==> config.mk <==
export PLATFORM = sky130hd
export DESIGN_NAME = i2c_multimaster
export DESIGN_NICKNAME = d
export VERILOG_FILES = /design/src/verilog/bit_rate_divider.v /design/src/verilog/i2c_multimaster.v
export VERILOG_INCLUDE_DIRS = /design/src /design/src/verilog
export SDC_FILE = /design/constraint.sdc
export NUM_CORES = 1
export LEC_CHECK = 0
export BUFFER_PORTS_ARGS = -buffer_cell sky130_fd_sc_hd__buf_2
export CORE_ASPECT_RATIO = 0.5
export CORE_UTILIZATION = 51
export DETAILED_ROUTE_END_ITERATION = 7
export HOLD_SLACK_MARGIN = 0.1
export PLACE_DENSITY = 0.75
export SETUP_SLACK_MARGIN = 0.05
export SLEW_MARGIN = 25
export SYNTH_ARGS = -nofsm -noshare
export SYNTH_HDL_FRONTEND = slang
export SYNTH_SLANG_ARGS = --single-unit
==> constraint.sdc <==
create_clock -name aclk -period 3.2 [get_ports aclk]
set_input_delay 0.32 -clock aclk [delete_from_list [all_inputs] [get_ports aclk]]
set_output_delay 0.32 -clock aclk [all_outputs]
set_load 0.05 [all_outputs]
==> src/verilog/i2c_mm_regs.vh <==
// Purpose: register offsets, bit positions and reset values of the two-wire bus controller
// Assumes: AXI4-Lite byte addresses, one 32-bit word per register, data in bits 7:0
// Notes: definitions only
`ifndef I2C_MM_REGS_VH
`define I2C_MM_REGS_VH

// register byte offsets
`define OFS_OWN_ADDR 5'h00
`define OFS_RATE 5'h04
`define OFS_CTRL 5'h08
`define OFS_STAT 5'h0C
`define OFS_DATA 5'h10

// control register bit positions
`define CTRL_EN 7
`define CTRL_IEN 6
`define CTRL_MS 5
`define CTRL_TX 4
`define CTRL_ACKDIS 3
`define CTRL_RESTART 2

// status register bit positions
`define STAT_DONE 7
`define STAT_ADDR 6
`define STAT_BUSY 5
`define STAT_ARB 4
`define STAT_SRW 2
`define STAT_EVT 1
`define STAT_RXACK 0

// reset values
`define CTRL_RESET 8'h00
`define STAT_RESET 8'h81
`define OWN_RESET 8'h00
`define RATE_RESET 5'h00

// byte framing counts
`define LAST_DATA_BIT 4'h7
`define ACK_COUNT 4'h8
`define BYTE_CLOCKS 4'h9

// bus responses
`define RESP_OKAY 2'h0
`define RESP_SLVERR 2'h2

`endif

==> src/verilog/bit_rate_divider.v <==
// Purpose: half-period tick for the serial clock, from a 32-entry divider table
// Assumes: one clock domain, synchronous active-low reset
// Notes: restart realigns the tick to the current cycle
`timescale 1ns/1ns

module bit_rate_divider
(
	input wire aclk,
	input wire aresetn,
	input wire [4:0] rate_sel,
	input wire restart,
	output reg tick
);

	reg [11:0] count_reg; // cycles since last tick

	// full divider from the five rate bits, halved for one serial clock phase
	function [11:0] half_period;
		input [4:0] sel;
		reg [12:0] div;
		begin
			case (sel[3:0])
				4'h0: div = 13'h0016;
				4'h1: div = 13'h0018;
				4'h2: div = 13'h001C;
				4'h3: div = 13'h0022;
				4'h4: div = 13'h002C;
				4'h5: div = 13'h0030;
				4'h6: div = 13'h0038;
				4'h7: div = 13'h0044;
				4'h8: div = 13'h0058;
				4'h9: div = 13'h0060;
				4'hA: div = 13'h0070;
				4'hB: div = 13'h0088;
				4'hC: div = 13'h00B0;
				4'hD: div = 13'h00C0;
				4'hE: div = 13'h00E0;
				default: div = 13'h0110;
			endcase
			// upper half of the table is the lower half times sixteen
			if (sel[4])
				div = {div[8:0], 4'h0};
			half_period = div[12:1];
		end
	endfunction

	//////////////////////////////////////////////////////////////////////
	// free-running counter, one-cycle tick every half period
	always @(posedge aclk)
	begin
		if (!aresetn)
		begin
			count_reg <= 12'h000;
			tick <= 1'b0;
		end
		else if (restart)
		begin
			count_reg <= 12'h000;
			tick <= 1'b0;
		end
		else if (count_reg >= half_period(rate_sel) - 12'h001)
		begin
			count_reg <= 12'h000;
			tick <= 1'b1;
		end
		else
		begin
			count_reg <= count_reg + 12'h001;
			tick <= 1'b0;
		end
	end

endmodule // bit_rate_divider

==> src/verilog/i2c_multimaster.v <==
// Purpose: multi-master two-wire serial controller with AXI4-Lite register access
// Assumes: aclk 10 MHz, synchronous active-low aresetn, bus lines open drain
// Notes: scl and sda are sampled by two flops before any logic reads them
// Operation
// - start only on free bus, sda falls
// - stop: sda rises while scl high
// - first byte: seven-bit address plus direction
// - matching slave acknowledges on ninth clock
// - eight data bits, msb first, chosen direction
// - sda changes only while scl low
// - every byte followed by acknowledge, nine clocks
// - slave nack leaves sda high; stop/restart
// - master nack: slave transmitter releases sda
// - repeated start without preceding stop
// - shared scl: longest low, shortest high
// - losing master drops to slave receive
// - no stop on loss; arbitration flag set
// - event after byte, loss, own address
// - thirty-two rates, selectable acknowledge
// - master select rise starts, fall stops
// - busy set on start, cleared on stop
// - ack disable bit suppresses receive acknowledge; the code still acknowledges an own-address match
`timescale 1ns/1ns
`include "i2c_mm_regs.vh"

module i2c_multimaster
(
	input wire aclk,
	input wire aresetn,
	input wire [4:0] s_axi_awaddr,
	input wire [2:0] s_axi_awprot,
	input wire s_axi_awvalid,
	output reg s_axi_awready,
	input wire [31:0] s_axi_wdata,
	input wire [3:0] s_axi_wstrb,
	input wire s_axi_wvalid,
	output reg s_axi_wready,
	output reg [1:0] s_axi_bresp,
	output reg s_axi_bvalid,
	input wire s_axi_bready,
	input wire [4:0] s_axi_araddr,
	input wire [2:0] s_axi_arprot,
	input wire s_axi_arvalid,
	output reg s_axi_arready,
	output reg [31:0] s_axi_rdata,
	output reg [1:0] s_axi_rresp,
	output reg s_axi_rvalid,
	input wire s_axi_rready,
	input wire scl_i,
	output reg scl_o,
	output reg scl_oe,
	input wire sda_i,
	output reg sda_o,
	output reg sda_oe,
	output reg irq
);

	// master sequencer states
	localparam M_IDLE = 4'h0;
	localparam M_START = 4'h1;
	localparam M_WAIT = 4'h2;
	localparam M_LOW = 4'h3;
	localparam M_HIGH = 4'h4;
	localparam M_STOP = 4'h5;
	localparam M_STOP2 = 4'h6;
	localparam M_RS = 4'h7;
	localparam M_RS2 = 4'h8;

	reg scl_m, scl_s, scl_d; // scl synchroniser and edge history
	reg sda_m, sda_s, sda_d; // sda synchroniser and edge history
	reg [7:0] own_slave_address_reg; // own address in bits 7:1
	reg [4:0] rate_reg; // serial rate select
	reg [7:0] ctrl_reg; // enable, irq enable, master, tx, ack disable
	reg [7:0] data_reg; // transmit byte / last received byte
	reg [7:0] shift_reg; // incoming bits
	reg [3:0] bit_cnt; // scl rises seen in current byte
	reg in_frame, first_byte; // between start and stop; address byte
	reg done_reg, addressed_reg, bus_busy_flag, arbitration_lost_flag;
	reg srw_reg, evt_reg, rxack_reg;
	reg [3:0] mstate; // master sequencer
	reg seen_high; // our released scl has been seen high
	reg div_clr; // realign the phase divider
	reg go_reg, start_req, stop_req, rs_req; // pending software commands
	reg [4:0] awaddr_reg; // captured write address
	reg [7:0] wdata_reg; // captured write data
	reg wstrb0_reg, aw_have, w_have; // captured lane and channel flags
	reg [7:0] rd_val; // read mux value
	reg rd_ok; // read address mapped

	wire tick; // half serial clock period
	wire master_select_bit = ctrl_reg[`CTRL_MS];
	wire ack_disable_bit = ctrl_reg[`CTRL_ACKDIS];
	wire is_master = (mstate != M_IDLE);
	wire scl_rise = scl_s & ~scl_d;
	wire scl_fall = ~scl_s & scl_d;
	wire start_det = scl_s & scl_d & sda_d & ~sda_s;
	wire stop_det = scl_s & scl_d & ~sda_d & sda_s;
	wire wr_fire = aw_have & w_have & ~s_axi_bvalid;
	wire transmitting = is_master ? ctrl_reg[`CTRL_TX]
		: (addressed_reg & srw_reg & ~first_byte);
	wire ack_wanted = is_master ? (~ctrl_reg[`CTRL_TX] & ~ack_disable_bit)
		: (first_byte ? addressed_reg : (addressed_reg & ~srw_reg & ~ack_disable_bit));
	wire [7:0] rx_byte = {shift_reg[6:0], sda_s};

	// line pulls low for a given bit of the byte
	function drive_low;
		input [7:0] byte_val;
		input [3:0] idx;
		begin
			drive_low = ~byte_val[3'h7 - idx[2:0]];
		end
	endfunction

	bit_rate_divider u_div
	(
		.aclk(aclk),
		.aresetn(aresetn),
		.rate_sel(rate_reg),
		.restart(div_clr),
		.tick(tick)
	);

	//////////////////////////////////////////////////////////////////////
	// register read mux
	always @*
	begin
		rd_ok = 1'b1;
		rd_val = 8'h00;
		case (s_axi_araddr)
			`OFS_OWN_ADDR: rd_val = own_slave_address_reg;
			`OFS_RATE: rd_val = {3'h0, rate_reg};
			`OFS_CTRL: rd_val = ctrl_reg;
			`OFS_STAT: rd_val = {done_reg, addressed_reg, bus_busy_flag,
				arbitration_lost_flag, 1'b0, srw_reg, evt_reg, rxack_reg};
			`OFS_DATA: rd_val = data_reg;
			default: rd_ok = 1'b0;
		endcase
	end

	//////////////////////////////////////////////////////////////////////
	// bus slave, byte engine and master sequencer
	always @(posedge aclk)
	begin
		if (!aresetn)
		begin
			{scl_m, scl_s, scl_d, sda_m, sda_s, sda_d} <= 6'h3F;
			s_axi_awready <= 1'b1;
			s_axi_wready <= 1'b1;
			s_axi_bresp <= `RESP_OKAY;
			s_axi_bvalid <= 1'b0;
			s_axi_arready <= 1'b1;
			s_axi_rdata <= 32'h00000000;
			s_axi_rresp <= `RESP_OKAY;
			s_axi_rvalid <= 1'b0;
			awaddr_reg <= 5'h00;
			wdata_reg <= 8'h00;
			{wstrb0_reg, aw_have, w_have} <= 3'h0;
			own_slave_address_reg <= `OWN_RESET;
			rate_reg <= `RATE_RESET;
			ctrl_reg <= `CTRL_RESET;
			{done_reg, addressed_reg, bus_busy_flag, arbitration_lost_flag} <= 4'h8;
			{srw_reg, evt_reg, rxack_reg} <= 3'h1;
			data_reg <= 8'h00;
			shift_reg <= 8'h00;
			bit_cnt <= 4'h0;
			{in_frame, first_byte} <= 2'h0;
			mstate <= M_IDLE;
			{seen_high, div_clr} <= 2'h0;
			{go_reg, start_req, stop_req, rs_req} <= 4'h0;
			{scl_o, scl_oe, sda_o, sda_oe, irq} <= 5'h00;
		end
		else
		begin
			// two-flop synchronisers, third flop for edges
			scl_m <= scl_i;
			scl_s <= scl_m;
			scl_d <= scl_s;
			sda_m <= sda_i;
			sda_s <= sda_m;
			sda_d <= sda_s;
			div_clr <= 1'b0;

			// write address and data channels, either order
			if (s_axi_awvalid && s_axi_awready)
			begin
				awaddr_reg <= s_axi_awaddr;
				aw_have <= 1'b1;
				s_axi_awready <= 1'b0;
			end
			if (s_axi_wvalid && s_axi_wready)
			begin
				wdata_reg <= s_axi_wdata[7:0];
				wstrb0_reg <= s_axi_wstrb[0];
				w_have <= 1'b1;
				s_axi_wready <= 1'b0;
			end
			// response handshake reopens both write channels
			if (s_axi_bvalid && s_axi_bready)
			begin
				s_axi_bvalid <= 1'b0;
				s_axi_awready <= 1'b1;
				s_axi_wready <= 1'b1;
			end
			// register write once both halves are held
			if (wr_fire)
			begin
				aw_have <= 1'b0;
				w_have <= 1'b0;
				s_axi_bvalid <= 1'b1;
				s_axi_bresp <= `RESP_OKAY;
				case (awaddr_reg)
					`OFS_OWN_ADDR:
						if (wstrb0_reg)
							own_slave_address_reg <= {wdata_reg[7:1], 1'b0};
					`OFS_RATE:
						if (wstrb0_reg)
							rate_reg <= wdata_reg[4:0];
					`OFS_CTRL:
						if (wstrb0_reg)
						begin
							ctrl_reg <= {wdata_reg[7:3], 3'h0};
							addressed_reg <= 1'b0;
							if (wdata_reg[`CTRL_MS] && !master_select_bit)
								start_req <= 1'b1;
							if (!wdata_reg[`CTRL_MS] && master_select_bit)
								stop_req <= 1'b1;
							if (wdata_reg[`CTRL_RESTART] && wdata_reg[`CTRL_MS] && is_master)
								rs_req <= 1'b1;
						end
					`OFS_STAT:
						if (wstrb0_reg)
						begin
							// flags clear by writing zero
							if (!wdata_reg[`STAT_ARB])
								arbitration_lost_flag <= 1'b0;
							if (!wdata_reg[`STAT_EVT])
								evt_reg <= 1'b0;
						end
					`OFS_DATA:
						if (wstrb0_reg)
						begin
							data_reg <= wdata_reg;
							go_reg <= 1'b1;
						end
					default: s_axi_bresp <= `RESP_SLVERR;
				endcase
			end

			// read channel, data read releases next master receive byte
			if (s_axi_rvalid && s_axi_rready)
			begin
				s_axi_rvalid <= 1'b0;
				s_axi_arready <= 1'b1;
			end
			else if (s_axi_arvalid && s_axi_arready)
			begin
				s_axi_arready <= 1'b0;
				s_axi_rvalid <= 1'b1;
				s_axi_rdata <= {24'h000000, rd_val};
				s_axi_rresp <= rd_ok ? `RESP_OKAY : `RESP_SLVERR;
				if (s_axi_araddr == `OFS_DATA && is_master && !ctrl_reg[`CTRL_TX])
					go_reg <= 1'b1;
			end

			// bus state from line conditions
			if (start_det)
			begin
				bus_busy_flag <= 1'b1;
				in_frame <= 1'b1;
				first_byte <= 1'b1;
				bit_cnt <= 4'h0;
				addressed_reg <= 1'b0;
			end
			else if (stop_det)
			begin
				bus_busy_flag <= 1'b0;
				in_frame <= 1'b0;
				addressed_reg <= 1'b0;
			end
			// sample on rising scl, data is stable while high
			else if (in_frame && scl_rise && bit_cnt < `BYTE_CLOCKS)
			begin
				shift_reg <= rx_byte;
				bit_cnt <= bit_cnt + 4'h1;
				if (bit_cnt == 4'h0)
					done_reg <= 1'b0;
				if (bit_cnt == `LAST_DATA_BIT)
				begin
					if (!transmitting)
						data_reg <= rx_byte;
					if (first_byte && !is_master && rx_byte[7:1] == own_slave_address_reg[7:1])
					begin
						addressed_reg <= 1'b1;
						srw_reg <= rx_byte[0];
						evt_reg <= 1'b1;
					end
				end
				if (bit_cnt == `ACK_COUNT)
				begin
					rxack_reg <= sda_s;
					if (!is_master && transmitting && sda_s)
						addressed_reg <= 1'b0;
				end
			end
			// drive next bit on falling scl only
			else if (in_frame && scl_fall)
			begin
				if (bit_cnt == `BYTE_CLOCKS)
				begin
					bit_cnt <= 4'h0;
					first_byte <= 1'b0;
					done_reg <= 1'b1;
					evt_reg <= 1'b1;
					sda_oe <= transmitting & drive_low(data_reg, 4'h0);
				end
				else if (bit_cnt == `ACK_COUNT)
					sda_oe <= ack_wanted;
				else
					sda_oe <= transmitting & drive_low(data_reg, bit_cnt);
			end

			// master sequencer
			case (mstate)
				M_IDLE:
				begin
					stop_req <= 1'b0;
					rs_req <= 1'b0;
					go_reg <= 1'b0;
					if (start_req)
					begin
						start_req <= 1'b0;
						if (bus_busy_flag || !scl_s || !sda_s)
						begin
							// busy bus: fall back to slave receive
							ctrl_reg[`CTRL_MS] <= 1'b0;
							ctrl_reg[`CTRL_TX] <= 1'b0;
							arbitration_lost_flag <= 1'b1;
							evt_reg <= 1'b1;
						end
						else
						begin
							sda_oe <= 1'b1;
							div_clr <= 1'b1;
							mstate <= M_START;
						end
					end
				end
				M_START:
					if (tick)
					begin
						scl_oe <= 1'b1;
						mstate <= M_WAIT;
					end
				M_WAIT:
					// scl held low until software acts
					if (stop_req)
					begin
						stop_req <= 1'b0;
						sda_oe <= 1'b1;
						div_clr <= 1'b1;
						mstate <= M_STOP;
					end
					else if (rs_req)
					begin
						rs_req <= 1'b0;
						sda_oe <= 1'b0;
						div_clr <= 1'b1;
						mstate <= M_RS;
					end
					else if (go_reg)
					begin
						go_reg <= 1'b0;
						sda_oe <= ctrl_reg[`CTRL_TX] & drive_low(data_reg, 4'h0);
						div_clr <= 1'b1;
						mstate <= M_LOW;
					end
				M_LOW:
					if (tick)
					begin
						scl_oe <= 1'b0;
						seen_high <= 1'b0;
						mstate <= M_HIGH;
					end
				M_HIGH:
					// high time counts from seen rise; a stretching peer
					// lengthens low, an earlier peer fall ends high
					if (!seen_high)
					begin
						if (scl_s)
						begin
							seen_high <= 1'b1;
							div_clr <= 1'b1;
						end
					end
					else if (tick || !scl_s)
					begin
						scl_oe <= 1'b1;
						div_clr <= 1'b1;
						mstate <= (bit_cnt == `BYTE_CLOCKS) ? M_WAIT : M_LOW;
					end
				M_STOP:
					if (tick)
					begin
						scl_oe <= 1'b0;
						mstate <= M_STOP2;
					end
				M_STOP2:
					if (scl_s && tick)
					begin
						sda_oe <= 1'b0;
						mstate <= M_IDLE;
					end
				M_RS:
					if (tick)
					begin
						scl_oe <= 1'b0;
						mstate <= M_RS2;
					end
				M_RS2:
					if (scl_s && tick)
					begin
						sda_oe <= 1'b1;
						div_clr <= 1'b1;
						mstate <= M_START;
					end
				default: mstate <= M_IDLE;
			endcase

			// lost a data bit: release both lines, no stop
			if (is_master && in_frame && scl_rise && bit_cnt < `ACK_COUNT
				&& ctrl_reg[`CTRL_TX] && !sda_oe && !sda_s)
			begin
				mstate <= M_IDLE;
				scl_oe <= 1'b0;
				sda_oe <= 1'b0;
				ctrl_reg[`CTRL_MS] <= 1'b0;
				ctrl_reg[`CTRL_TX] <= 1'b0;
				arbitration_lost_flag <= 1'b1;
				evt_reg <= 1'b1;
			end

			// disabled interface leaves the lines alone
			if (!ctrl_reg[`CTRL_EN])
			begin
				mstate <= M_IDLE;
				scl_oe <= 1'b0;
				sda_oe <= 1'b0;
				in_frame <= 1'b0;
			end

			irq <= evt_reg & ctrl_reg[`CTRL_IEN];
		end
	end

endmodule // i2c_multimaster
==> results_dict.tcl, run 1 <==
set metrics [dict create \
    firstDrtPassIters 5 \
    ios 107 \
    core_sq_um 11900 \
    rows 28 \
    hold_slack_ns 0.106 \
    vias 5450 \
    cts_num_sinks 116 \
    start_util_pct 52.7 \
    cts_tree "built" \
    grt_max_degree 47 \
    status "completed" \
    final_nets 856 \
    clk_latency_ns 0.42 \
    dr_wl_met2_mm 6.59 \
    path_delay_family "compound AO/OA/AOI/OAI gates" \
    synth-seq-cells 116 \
    hold_violations 0 \
    track_usage_pct 25.4 \
    cts-root-buf "clkbuf_16" \
    crit_type "flop to flop" \
    cp_num_buf_inv 0 \
    synthCells 748 \
    cts_buffers 17 \
    max_freq_ghz 0.343 \
    largest_reg_flops 12 \
    portBuffers 45 \
    wl_met3_mm 1.13 \
    die_height_um 80.3 \
    crit_required_ns 3.50 \
    place_congestion 0.883 \
    drcViolationCount 0 \
    cp.depth 12 \
    path_max_fanout 6 \
    yosys.area.top_type_share_pct 37.1 \
    placed_area_sq_um 6430 \
    setup_tns_ns 0 \
    cpPeakStageDelay_ns 0.43 \
    hold_depth 2 \
    overflow 0 \
    relSlewSlack_pct 37.4 \
    dieArea_sq_um 12700 \
    crit_chain "nand2b_1, ha_2, nand2b_1, nor3_1, xor2_1, a21oi_1, ha_1, a22oi_1, o211ai_1, a21oi_1, o21ai_1, a2111oi_1" \
    layout-drive-gt1-share_pct 13.1 \
    start_kind "flop" \
    syn_area_sq_um 6250 \
    syn2layout_area_growth_pct 13.2 \
    path_clk_slew_ns 0.06 \
    wl_met1_mm 7.10 \
    dp_hpwl_mm 10.2 \
    synth_area_per_cell_sq_um 8.36 \
    rsz0062_at_grt "no" \
    ant_nets 0 \
    maxCapViolCount 0 \
    wire_per_inst_um 15.8 \
    viasPerCell 5.72 \
    reg2regPathDepth 12 \
    min_period_over_period_pct 91.2 \
    antenna-diode-count 0 \
    leakage_uw 0.00297 \
    hp-class "input pin to flop" \
    async_flop_share_pct 0 \
    cts-htree-levels 4 \
    powerDensity_nw_per_um2 538 \
    ys_types 70 \
    grt_pass1_wl_mm 24.8 \
    drv_slew 0 \
    peakVddDrop_mv 0.341 \
    final_area_sq_um 7080 \
    synthTopCellsByArea "dfxtp_1 (37%), mux2i_1 (6.7%), nor2_1 (5.0%), a21oi_1 (4.9%), nand2_1 (4.6%)" \
    crit_slowest_cell "a2111oi_1" \
    tightest_slew_ns 0.913 \
    drtIter0Drc 458 \
    yosysTopAreaCell "dfxtp_1" \
    period_needed_ns 2.92 \
    setup_viol 0 \
    seq_area_frac_synth_pct 37.1 \
    synthFlopType "dfxtp_1" \
    setup.worst_path.end_class "flop" \
    top_layer_used "met4" \
    ys_warn_count 0 \
    grt_pass1_vias 4974 \
    fin_skew_ns 0.0158 \
    crit_arrival_ns 3.22 \
    clk_path_buf_depth 2 \
    wl_mm 15.1 \
    antenna_found_initial 0 \
    die_w_um 159 \
    synth-edff-count 0 \
]
## layer usage
| layer | GRT usage [%] | vias to the layer above |
|---|---|---|
| met5 | 0 | - |
| met4 | 7.98 | 0 |
| met3 | 7.61 | 31 |
| met2 | 38.8 | 220 |
| met1 | 34.0 | 2536 |
| li1 | - | 2663 |
## power by group
| part | internal (uW) | leakage (uW) | switching (uW) |
|---|---|---|---|
| clock network | 1280 | 0.000303 | 722 |
| registers | 1480 | 0.000942 | 38.7 |
| logic | 71.4 | 0.00172 | 220 |
## kinds of logic (layout without fill, tap and decap cells)
| family | Yosys count | in the layout | share of synthesized area (%) |
|---|---|---|---|
| flops | 116 | 116 | 37.1 |
| buf+inv | 82 | 95 | 6.98 |
| other cells | 1 | 28 | 0.0600 |
| simple gates | 292 | 292 | 23.8 |
| compound gates | 161 | 161 | 15.9 |
| fa+ha+maj | 20 | 20 | 4.00 |
| xor+xnor | 27 | 27 | 3.78 |
| mux | 49 | 49 | 8.34 |
## synth_stat cells, types with 11 or more instances
cell type / n
a21oi_1: 61
buf_4: 31
clkbuf_1: 34
dfxtp_1: 116
ha_1: 20
inv_1: 11
mux2i_1: 42
nand2_1: 77
nand2b_1: 15
nand3_1: 20
nor2_1: 84
nor3_1: 21
o21ai_0: 36
xnor2_1: 19
## worst paths after layout
check,startpoint,end,slack [ns]
setup / recovery,rate_reg[4],u_div.count_reg[0],0.28
hold / removal,s_axi_wvalid,s_axi_wready,0.11
setup reg to reg,rate_reg[4],u_div.count_reg[0],0.28
hold reg to reg,scl_m,scl_s,0.41
## area by class of cell
cell class | count | area (sq um)
multi-input cells | 577 | 3610
clock inverters | 12 | 168
flip-flops and latches | 116 | 2320
clock buffers | 20 | 457
fillers | 1002 | 4800
well taps | 165 | 206
repair buffers | 51 | 275
inverters | 12 | 45.0
## per-stage QoR
stage	worst slack [ns]	power (uW)	cells	util, %
floorplan	0.218	1790	775	-
global placement	0.496	1830	919	54.1
detailed placement	0.326	1830	919	54.1
CTS	0.263	3830	953	59.5
global route	0.0745	3940	953	59.6
finish	0.281	3810	953	59.6
## placed cells by master (no fill, tap or decap), types with 5 or more instances in the layout
cell type,netlist,layout
a21oi_1,61,61
a22oi_1,8,8
a31oi_1,9,9
and2_1,5,5
and3_1,6,6
and3b_1,5,5
buf_2,2,45
clkbuf_16,0,17
conb_1,1,28
dfxtp_1,116,116
ha_1,20,19
inv_1,11,11
inv_6,0,5
mux2_2,5,5
mux2i_1,42,42
nand2_1,77,77
nand2b_1,15,15
nand3_1,20,20
nand3b_1,7,7
nand4_1,8,8
nand4b_1,6,6
nor2_1,84,84
nor2b_1,9,9
nor3_1,21,21
o211ai_1,5,5
o21ai_0,36,36
o221ai_1,8,8
or2_2,5,5
xnor2_1,19,19
xor2_1,8,8
## repair_timing
action                                  in CTS  in global routing
hold buffers                                 2                  0
endpoints found under the setup margin       0                  1
endpoints found under the hold margin        2                  0
resized for setup                            0                  3
setup buffers                                0                  0
No activity file was read; power rests on OpenSTA's default activity.
==> run 2: changes to the inputs <==
--- a/config.mk
+++ b/config.mk
@@ -8,10 +8,11 @@
 export LEC_CHECK = 0
 export BUFFER_PORTS_ARGS = -buffer_cell sky130_fd_sc_hd__buf_2
 export CORE_ASPECT_RATIO = 0.5
-export CORE_UTILIZATION = 51
+export CORE_MARGIN = 1.5
+export CORE_UTILIZATION = 25
 export DETAILED_ROUTE_END_ITERATION = 7
 export HOLD_SLACK_MARGIN = 0.1
-export PLACE_DENSITY = 0.75
+export PLACE_DENSITY = 0.42
 export SETUP_SLACK_MARGIN = 0.05
 export SLEW_MARGIN = 25
 export SYNTH_ARGS = -nofsm -noshare
==> results_dict.tcl, run 2 (same netlist as run 1, synthesis figures left out) <==
set metrics [dict create \
    antenna-diode-count 0 \
    cp_num_buf_inv 0 \
    wire_per_inst_um 15.2 \
    overflow 0 \
    reg2regPathDepth 12 \
    die_height_um 115 \
    relSlewSlack_pct 30.9 \
    dp_hpwl_mm 12.3 \
    max_freq_ghz 0.365 \
    path_delay_family "compound AO/OA/AOI/OAI gates" \
    crit_path_start "rate_reg[4]" \
    layout_commonest_cell "dfxtp_1" \
    hold_violations 0 \
    reg2reg_from "rate_reg[4]" \
    path_max_fanout 5 \
    timing.rr.end "u_div.count_reg[0]" \
    viasPerCell 4.64 \
    final_nets 861 \
    crit_slowest_cell "dfxtp_1" \
    maxCapViolCount 0 \
    grt_pass1_wl_mm 27.4 \
    drtIter0Drc 336 \
    cts_tree "built" \
    dieArea_sq_um 26000 \
    cts_num_sinks 116 \
    status "completed" \
    grt_max_degree 52 \
    grt_pass1_vias 4858 \
    vias 5234 \
    ios 107 \
    fin_skew_ns 0.00994 \
    die_w_um 227 \
    track_usage_pct 13.7 \
    crit_arrival_ns 3.05 \
    powerDensity_nw_per_um2 502 \
    ant_nets 0 \
    clk_latency_ns 0.42 \
    crit_required_ns 3.50 \
    antenna_found_initial 0 \
    post_cts_buffers 0 \
    portBuffers 45 \
    crit_chain "nand2b_1, ha_1, nand2b_1, nor3_2, xor2_1, a21oi_1, ha_1, a22oi_1, o211ai_1, a21oi_1, o21ai_1, a2111oi_0" \
    syn2layout_area_growth_pct 16.2 \
    path_clk_slew_ns 0.06 \
    tightest_slew_ns 1.03 \
    drcViolationCount 0 \
    clk_path_buf_depth 2 \
    period_needed_ns 2.74 \
    cts-root-buf "clkbuf_16" \
    start_kind "flop" \
    setup_ws_ns 0.457 \
    power.total_uw 3650 \
    drv_slew 0 \
    rrSetupSlack_ns 0.46 \
    layout-drive-gt1-share_pct 13.7 \
    hp-class "input pin to flop" \
    largest_reg_flops 12 \
    rows 40 \
    min_period_over_period_pct 85.7 \
    leakage_uw 0.00297 \
    setup_tns_ns 0 \
    peakVddDrop_mv 0.388 \
    cpPeakStageDelay_ns 0.41 \
    crit_type "flop to flop" \
    final_cell_mix "dfxtp_1 (116), nor2_1 (84), nand2_1 (77)" \
    core_sq_um 24300 \
    wl_mm 17.2 \
    start_util_pct 25.8 \
    setup.worst_path.end_class "flop" \
    pre_cts_ws_ns 0.430 \
    crit_path_end "u_div.count_reg[0]" \
    rsz0062_at_grt "no" \
    placed_area_sq_um 6690 \
    firstDrtPassIters 5 \
    cts-htree-levels 4 \
    cts_buffers 17 \
    cp.depth 12 \
    final_area_sq_um 7270 \
    place_congestion 0.799 \
    setup_viol 0 \
]
-- run 2: final cells by class --
cell class,count,area (sq um)
Clock buffer,18,439
Clock inverter,14,129
Fill cell,2661,17000
Inverter,12,45.0
Multi-Input combinational cell,577,3600
Sequential cell,116,2320
Tap cell,336,420
Timing Repair Buffer,56,310
-- run 2: layer usage --
metal	routed length, um	track usage [%]	up-vias	part of all wire, %
met3	545	2.76	4	3.2
met1	9190	20.0	2478	54
met4	73	4.00	0	0.43
met2	7340	20.3	77	43
met5	0	0	-	0
li1	-	-	2675	-
-- run 2: stage by stage --
stage / util (%) / instances / hold slack (ns)
floorplan: - / 775 / 0.386
global placement: 27.5 / 1096 / 0.397
detailed placement: 27.5 / 1096 / 0.392
CTS: 29.9 / 1129 / 0.107
global route: 29.9 / 1129 / 0.108
finish: 29.9 / 1129 / 0.121
-- run 2: worst min-delay path by stage --
stage | endpoint | from | slack, ns | depth (start not counted)
finish | scl_m | scl_i | 0.12 | 2
global route | scl_m | scl_i | 0.11 | 2
CTS | scl_m | scl_i | 0.11 | 2
detailed placement | sda_s | sda_m | 0.39 | 1
global placement | sda_s | sda_m | 0.40 | 1
floorplan | scl_s | scl_m | 0.39 | 1
-- run 2: worst reg2reg max path: cells and delay by family (launching register included) --
family	cells	cell delay [ns]
and+or+nand+nor	3	0.54
xor gates and xnor gates	1	0.16
DFF	1	0.41
AOI/OAI and AO/OA	6	1.03
adders and majority gates	2	0.50
-- run 2: report_power, final --
| group | switching, uW | internal [uW] | leakage, uW |
|---|---|---|---|
| clock network | 743 | 1090 | 0.000273 |
| logic | 224 | 72.5 | 0.00175 |
| registers | 38.7 | 1480 | 0.000942 |
-- run 2: repair_timing --
action | CTS | global route
setup endpoints to repair | 0 | 1
hold buffers | 1 | 0
hold endpoints to repair | 1 | 0
gates resized for setup | 0 | 1
